<file path="src/inc/bcr_regs.vh">
// register offsets, field positions and masks of the buck configuration bank
// included by the bank and its helpers; definitions only
`ifndef BCR_REGS_VH
`define BCR_REGS_VH

`define BCR_OFS_B2_SLEEP 8'h37
`define BCR_OFS_B2_MODE 8'h38
`define BCR_OFS_B2_CONF 8'h39
`define BCR_OFS_B3_VOLT 8'h3c

// implemented bits per register; the rest read zero
`define BCR_MASK_B2_SLEEP 8'h3f
`define BCR_MASK_B2_MODE 8'h2f
`define BCR_MASK_B2_CONF 8'h7d
`define BCR_MASK_B3_VOLT 8'h1f

// bits loaded from otp; the others reset to zero
`define BCR_OTP_B2_SLEEP 8'h3f
`define BCR_OTP_B2_MODE 8'h0f
`define BCR_OTP_B2_CONF 8'h4d
`define BCR_OTP_B3_VOLT 8'h1f

`define BCR_ZERO_BYTE 8'h00

// field positions
`define BCR_VCODE_HI 4
`define BCR_VCODE_LO 0
`define BCR_RANGE_BIT 5
`define BCR_OFFMODE_BIT 5
`define BCR_SWMODE_HI 3
`define BCR_SWMODE_LO 0
`define BCR_STEP_BIT 6
`define BCR_PHASE_HI 5
`define BCR_PHASE_LO 4
`define BCR_FREQ_HI 3
`define BCR_FREQ_LO 2
`define BCR_ILIM_BIT 0

// register indices inside the bank
`define BCR_NREG 4
`define BCR_IDX_B2_SLEEP 2'h0
`define BCR_IDX_B2_MODE 2'h1
`define BCR_IDX_B2_CONF 2'h2
`define BCR_IDX_B3_VOLT 2'h3

// voltage step timing, in ns, at a 50 ns clock
`define BCR_CLK_PERIOD_NS 50
`define BCR_STEP_FAST_NS 2000
`define BCR_STEP_SLOW_NS 4000

`endif

</file>
<file path="src/bcr_decode.v">
// address decoder of the buck configuration bank
// assumes an 8-bit register offset from the control port
`include "bcr_regs.vh"

module bcr_decode
(
   // offset in
   input wire [7:0] addr,
   // decoded register
   output reg hit,
   output reg [1:0] idx
);

   always @*
   begin
      hit = 1'b1;
      case (addr)
         `BCR_OFS_B2_SLEEP: idx = `BCR_IDX_B2_SLEEP;
         `BCR_OFS_B2_MODE: idx = `BCR_IDX_B2_MODE;
         `BCR_OFS_B2_CONF: idx = `BCR_IDX_B2_CONF;
         `BCR_OFS_B3_VOLT: idx = `BCR_IDX_B3_VOLT;
         default:
         begin
            hit = 1'b0;
            idx = `BCR_IDX_B2_SLEEP;
         end
      endcase
   end

endmodule // bcr_decode

</file>
<file path="src/bcr_step_timer.v">
// voltage stepping tick for the second buck converter
// emits one pulse per 25 mV step interval, fast or slow
`include "bcr_regs.vh"

module bcr_step_timer
(
   // clock and reset
   input wire core_clk,
   input wire rstn,
   // rate select, 1 = slow
   input wire slow,
   // step pulse
   output reg step_tick
);

   // cycle counts fit in the 8-bit counter; cut to width on purpose
   localparam integer fast_full = `BCR_STEP_FAST_NS / `BCR_CLK_PERIOD_NS;
   localparam integer slow_full = `BCR_STEP_SLOW_NS / `BCR_CLK_PERIOD_NS;
   localparam [7:0] fast_cyc = fast_full[7:0];
   localparam [7:0] slow_cyc = slow_full[7:0];

   reg [7:0] cnt_q;
   wire [7:0] limit;

   assign limit = slow ? slow_cyc : fast_cyc;

   always @(posedge core_clk)
   begin
      if (!rstn)
      begin
         cnt_q <= 8'h00;
         step_tick <= 1'b0;
      end
      else if (cnt_q >= limit - 8'h01)
      begin
         cnt_q <= 8'h00;
         step_tick <= 1'b1;
      end
      else
      begin
         cnt_q <= cnt_q + 8'h01;
         step_tick <= 1'b0;
      end
   end

endmodule // bcr_step_timer

</file>
<file path="src/bcr_bank.v">
// second and third buck converter configuration registers
// byte-wide register port from the control-port slave; otp image valid at reset
// Functional notes
// - offset 0x37 bits 4:0 hold buck2 sleep-mode voltage code.
// - offset 0x37 bit 5 picks buck2 range, 0 low, 1 high.
// - offset 0x38 bit 5: after turn-off, 0 fully off, 1 sleep.
// - offset 0x38 bits 3:0 hold buck2 switching mode code.
// - offset 0x39 bits 5:4 select buck2 phase clock.
// - offset 0x39 bits 3:2 select buck2 switching frequency.
// - offset 0x39 bit 0: current limit 2.75 A when 0, 2.0 A when 1.
// - offset 0x3c bits 4:0 hold buck3 normal voltage code.
// - reset loads field values from otp memory, except 0x38 bit 5 and 0x39 bits 5:4, which reset to zero.
// - registers readable and writable at all times, no lock.
`include "bcr_regs.vh"

module bcr_bank
(
   // clock and reset
   input wire core_clk,
   input wire rstn,
   // otp defaults
   input wire [7:0] otp_b2_sleep,
   input wire [7:0] otp_b2_mode,
   input wire [7:0] otp_b2_conf,
   input wire [7:0] otp_b3_volt,
   // register port
   input wire reg_wr,
   input wire reg_rd,
   input wire [7:0] reg_addr,
   input wire [7:0] reg_wdata,
   output reg [7:0] reg_rdata,
   output reg reg_rvalid,
   output wire reg_hit,
   // buck2 controls
   output wire [4:0] buck2_sleep_voltage_code,
   output wire buck2_range_select,
   output wire buck2_off_behaviour,
   output wire [3:0] buck2_switching_mode,
   output wire buck2_step_rate,
   output wire [1:0] buck2_phase_select,
   output wire [1:0] buck2_frequency_select,
   output wire buck2_current_limit,
   output wire buck2_step_tick,
   // buck3 controls
   output wire [4:0] buck3_voltage_code
);

   wire [7:0] regs_q [0:`BCR_NREG-1];
   wire [1:0] idx;

   function [7:0] impl_mask;
      input [1:0] i;
      begin
         case (i)
            `BCR_IDX_B2_SLEEP: impl_mask = `BCR_MASK_B2_SLEEP;
            `BCR_IDX_B2_MODE: impl_mask = `BCR_MASK_B2_MODE;
            `BCR_IDX_B2_CONF: impl_mask = `BCR_MASK_B2_CONF;
            `BCR_IDX_B3_VOLT: impl_mask = `BCR_MASK_B3_VOLT;
            default: impl_mask = `BCR_ZERO_BYTE;
         endcase
      end
   endfunction

   function [7:0] otp_mask;
      input [1:0] i;
      begin
         case (i)
            `BCR_IDX_B2_SLEEP: otp_mask = `BCR_OTP_B2_SLEEP;
            `BCR_IDX_B2_MODE: otp_mask = `BCR_OTP_B2_MODE;
            `BCR_IDX_B2_CONF: otp_mask = `BCR_OTP_B2_CONF;
            `BCR_IDX_B3_VOLT: otp_mask = `BCR_OTP_B3_VOLT;
            default: otp_mask = `BCR_ZERO_BYTE;
         endcase
      end
   endfunction

   wire [7:0] otp_img [0:`BCR_NREG-1];
   assign otp_img[`BCR_IDX_B2_SLEEP] = otp_b2_sleep;
   assign otp_img[`BCR_IDX_B2_MODE] = otp_b2_mode;
   assign otp_img[`BCR_IDX_B2_CONF] = otp_b2_conf;
   assign otp_img[`BCR_IDX_B3_VOLT] = otp_b3_volt;

   bcr_decode u_dec
   (
      .addr(reg_addr),
      .hit(reg_hit),
      .idx(idx)
   );

   // one byte register per index
   genvar g;
   generate
      for (g = 0; g < `BCR_NREG; g = g + 1)
      begin : g_reg
         // each byte has its own flop and a single driver
         localparam integer idx_full = g;
         localparam [1:0] my_idx = idx_full[1:0];
         reg [7:0] byte_q;
         always @(posedge core_clk)
         begin
            if (!rstn)
               byte_q <= otp_img[g] & otp_mask(my_idx);
            else if (reg_wr && reg_hit && idx == my_idx)
               byte_q <= reg_wdata & impl_mask(my_idx);
         end
         assign regs_q[g] = byte_q;
      end
   endgenerate

   // registered read data, one cycle after the strobe
   always @(posedge core_clk)
   begin
      if (!rstn)
      begin
         reg_rdata <= `BCR_ZERO_BYTE;
         reg_rvalid <= 1'b0;
      end
      else
      begin
         reg_rvalid <= reg_rd;
         if (reg_rd)
            reg_rdata <= reg_hit ? (regs_q[idx] & impl_mask(idx)) : `BCR_ZERO_BYTE;
      end
   end

   assign buck2_sleep_voltage_code = regs_q[`BCR_IDX_B2_SLEEP][`BCR_VCODE_HI:`BCR_VCODE_LO];
   assign buck2_range_select = regs_q[`BCR_IDX_B2_SLEEP][`BCR_RANGE_BIT];
   assign buck2_off_behaviour = regs_q[`BCR_IDX_B2_MODE][`BCR_OFFMODE_BIT];
   assign buck2_switching_mode = regs_q[`BCR_IDX_B2_MODE][`BCR_SWMODE_HI:`BCR_SWMODE_LO];
   assign buck2_step_rate = regs_q[`BCR_IDX_B2_CONF][`BCR_STEP_BIT];
   assign buck2_phase_select = regs_q[`BCR_IDX_B2_CONF][`BCR_PHASE_HI:`BCR_PHASE_LO];
   assign buck2_frequency_select = regs_q[`BCR_IDX_B2_CONF][`BCR_FREQ_HI:`BCR_FREQ_LO];
   assign buck2_current_limit = regs_q[`BCR_IDX_B2_CONF][`BCR_ILIM_BIT];
   assign buck3_voltage_code = regs_q[`BCR_IDX_B3_VOLT][`BCR_VCODE_HI:`BCR_VCODE_LO];

   bcr_step_timer u_step
   (
      .core_clk(core_clk),
      .rstn(rstn),
      .slow(buck2_step_rate),
      .step_tick(buck2_step_tick)
   );

endmodule // bcr_bank

</file>
<file path="config.mk">
export PLATFORM = sky130hd
export DESIGN_NAME = bcr_bank
export DESIGN_NICKNAME = d
export VERILOG_FILES = /design/src/bcr_decode.v /design/src/bcr_step_timer.v /design/src/bcr_bank.v
export VERILOG_INCLUDE_DIRS = /design/src /design/src/inc
export SDC_FILE = /design/constraint.sdc
export NUM_CORES = 1
export LEC_CHECK = 0
export BUFFER_PORTS_ARGS = -buffer_cell sky130_fd_sc_hd__buf_2
export CORE_MARGIN = 10
export CORE_UTILIZATION = 37
export CTS_BUF_LIST = sky130_fd_sc_hd__clkbuf_8
export CTS_CLUSTER_SIZE = 30
export DETAILED_ROUTE_END_ITERATION = 7
export PLACE_DENSITY = 0.63
export RECOVER_POWER = 25
export SLEW_MARGIN = 0
export SYNTH_ARGS = -nofsm -noshare
export SYNTH_HDL_FRONTEND = slang
export SYNTH_HIERARCHICAL = 1
export SYNTH_SLANG_ARGS = --single-unit
</file>
<file path="constraint.sdc">
create_clock -name core_clk -period 2 [get_ports core_clk]
set_input_delay 0.1 -clock core_clk [delete_from_list [all_inputs] [get_ports core_clk]]
set_output_delay 0.1 -clock core_clk [all_outputs]
set_load 0.01 [all_outputs]
</file>
==> flow_summary.toml <==
[floorplan]
ios = 85
rows = 25
dieHeight_um = 91.41
fp.coreArea_mm2 = 0.004817
die-area_mm2 = 0.008356
die_w_um = 91.41
initial_core_util_pct = 39.17

[cts]
clk_latency_ns = 0.29
cts_resized = 0
cts_max_path_buffers = 2
clkTransAtPathRegs_ns = 0.07
cts.sinks = 39
cts_setup_buffers = 0
cts_tree = "done"
clock-root-buffer = "clkbuf_8"
cts_hold_buf = 0
ctsHtreeMaxLevel = 2
cts_buffers = 5

[sta]
report.final.hold_viol_count = 0
setup_viol = 0
rsz0062_at_grt = "false"
fin_crit_sh_pct = 84.00
tightest_slew_ns = 0.7282
setup_tns_ns = 0
report.final.slew_viol_count = 0
finalClockSkew_ns = 0.008203
slew_headroom_pct = 51.45
max_freq_ghz = 0.5952
layout_min_cycle_time_ns = 1.680

[synthesis]
yosysSeqAreaShare_pct = 51.46
synth_edf_count = 19
synth_top_cell_area_share_pct = 30.24
synth_commonest_cells = "inv_1 (21), o21ai_0 (21), dfxtp_1 (20)"
synth-async-reset-ratio_pct = 0
syn-mean-instance-area_um2 = 10.60
netlist_area_mm2 = 0.001887
ys_types = 44
synthTopCellsByArea = "edfxtp_1 (30%), dfxtp_1 (21%), o21ai_0 (5.6%)"
syn_nets = 234
synth_ff_type = "dfxtp_1"
ys_ff_latch = 39
synth_largest_area_cell = "edfxtp_1"
netlist_instances = 178
yosys_warnings = 6

[detailed_routing]
dr.pass1.iters = 4
drcViolationCount = 0
num_vias = 1567
wire_per_inst_um = 14.99
detail-route-antenna-nets = 0
finalWirelength_mm = 4.842
vias_per_cell = 4.851
drt_iter0_markers = 74

[grt]
grt_use_met2_pct = 17.77
use_met3_pct = 4.280
grt_pass1_wl_mm = 7.824
grt-ovfl-total = 0
antenna_found_initial = 0
gr-max-usage-layer = "met2"
grt_pass1_vias = 1566
gr-usage-all-layers_pct = 11.68
use_met1_pct = 14.42
grt_max_degree = 28

[cells_and_area]
area_growth_pct = 27.65
drive_gt1_share_pct = 32.42
fin_area_mm2 = 0.002409
nNetsFinal = 311
antennaDiodeCount = 0
seqCellArea_um2 = 970.9
multi_input_area_um2 = 798.3
fillCellCount = 472

[worst_setup_path]
crit_type = "reg -> reg"
worstPathMaxFanout = 9
worst-path-stages = 5
crit_chain = "inv_1, ha_1, inv_1, nor4_4, nor3_1"
worstPathRequired_ns = 2.15
r2r_cells = 5
crit_path_frequent_cell = "inv_1"
slowest_stage = "nor4_4"
end_kind = "flip-flop"
cp_top_family = "simple AND/OR/NAND/NOR gates"
worstPathArrival_ns = 1.83
max_stage_delay_ns = 0.54
cp_num_buf_inv = 2
startpoint_type = "flip-flop"

[hold_path]
whs_path_depth = 2
hold_class = "in -> reg"

[placed_design]
place_hpwl_mm = 3.776
gp_congestion = 0.7823
port_buffers = 69
dpl_cell_area_mm2 = 0.002337

[power]
p_clk_share_pct = 30.8
leakage_nw = 1.073
sequentialPowerShare_pct = 56.5
switching_share_pct = 24.53
intPower_mw = 1.213
p_sw_mw = 0.3942
irDropWorstVdd_mv = 0.3163
p_per_area_mw_per_mm2 = 667.2
combPwrFrac_pct = 12.7

[flow_run]
cap_violations = 0

[outcome]
status = "complete, no violations"
[flip-flops by register name (all words and copies together), names as in the netlist]
name              flops
reg_rvalid            1
reg_rdata             7
g.byte_q             22
u_step/step_tick      1
u_step/cnt_q          8
[layout by cell type (no fill, tap or decap), types with 2 or more instances in the layout]
| master | count |
|---|---|
| clkbuf_1 | 8 |
| nor3_1 | 4 |
| clkbuf_8 | 5 |
| a32o_1 | 5 |
| nand2_1 | 15 |
| dfxtp_1 | 20 |
| edfxtp_1 | 19 |
| or3_1 | 3 |
| nand4b_1 | 2 |
| buf_2 | 61 |
| nor2b_1 | 3 |
| mux2_2 | 2 |
| inv_1 | 23 |
| nor2_1 | 5 |
| xor2_1 | 2 |
| a21oi_1 | 2 |
| mux4_1 | 2 |
| o22ai_1 | 4 |
| xnor2_1 | 2 |
| mux2i_1 | 5 |
| nand3_1 | 5 |
| ha_1 | 4 |
| buf_4 | 8 |
| nand4_1 | 4 |
| a211oi_1 | 3 |
| o21ai_0 | 21 |
[final cells by class]
class / instances / area share [%]
Timing Repair Buffer: 77 / 16.42
Sequential cell: 39 / 40.31
Tap cell: 67 / 3.481
Inverter: 21 / 3.273
Multi-Input combinational cell: 111 / 33.14
Clock inverter: 3 / 0.5195
Clock buffer: 5 / 2.857
[per-stage QoR]
step,power [mW],utilization [%],hold slack (ns),worst slack [ns],instances
after detailed placement,1.135,48.52,0.3692,0.2456,315
after global placement,1.132,48.52,0.3637,0.2865,315
final,1.607,50.00,0.07531,0.3199,323
after floorplan,1.025,-,0.2175,0.1867,178
after CTS,1.628,50.21,0.06829,0.2903,323
after global routing,1.686,50.00,0.08230,0.1528,323
[cells by family after synthesis]
kind of cell               after synthesis  synth area share (%)
AOI/OAI and AO/OA                       42                 14.13
xor gates and xnor gates                 4                 1.857
adders and majority gates                4                 2.653
buffers and inverters                   28                 6.233
DFF                                     39                 51.46
muxes                                   10                 7.825
other                                    1                0.1987
and+or+nand+nor                         50                 15.65
[worst reg2reg max path, delay by kind of cell, from the launching register on]
| family | cells | cell delay, ns |
|---|---|---|
| buf+inv | 2 | 0.17 |
| flops | 1 | 0.44 |
| fa+ha+maj | 1 | 0.28 |
| simple gates | 2 | 0.66 |
[layer usage]
metal | part of all wire, % | vias to the layer above | wire length (um)
li1 | - | 804 | -
met1 | 47 | 704 | 2258
met2 | 45 | 54 | 2170
met3 | 6.8 | 5 | 328
met4 | 1.8 | 0 | 85
met5 | 0 | - | 0
[path summary, 6_finish.rpt]
path,slack (ns),end,from
worst max-delay path,0.32,u_step/cnt_q[3],g_reg[2].byte_q[6]
worst min-delay path,0.08,reg_rvalid,reg_rd
worst max register to register,0.32,u_step/cnt_q[3],g_reg[2].byte_q[6]
worst min register to register,0.47,reg_rdata[6],reg_rdata[6]
[power groups by stage]
stage                     sequential, mW  combinational [mW]  clock [mW]
after CTS                          0.909               0.209       0.510
after floorplan                    0.943              0.0825           0
final                              0.908               0.204       0.495
after global placement             0.926               0.205           0
after global routing               0.914               0.230       0.542
after detailed placement           0.927               0.208           0
Note: power is estimated with default switching activity, not from simulation.
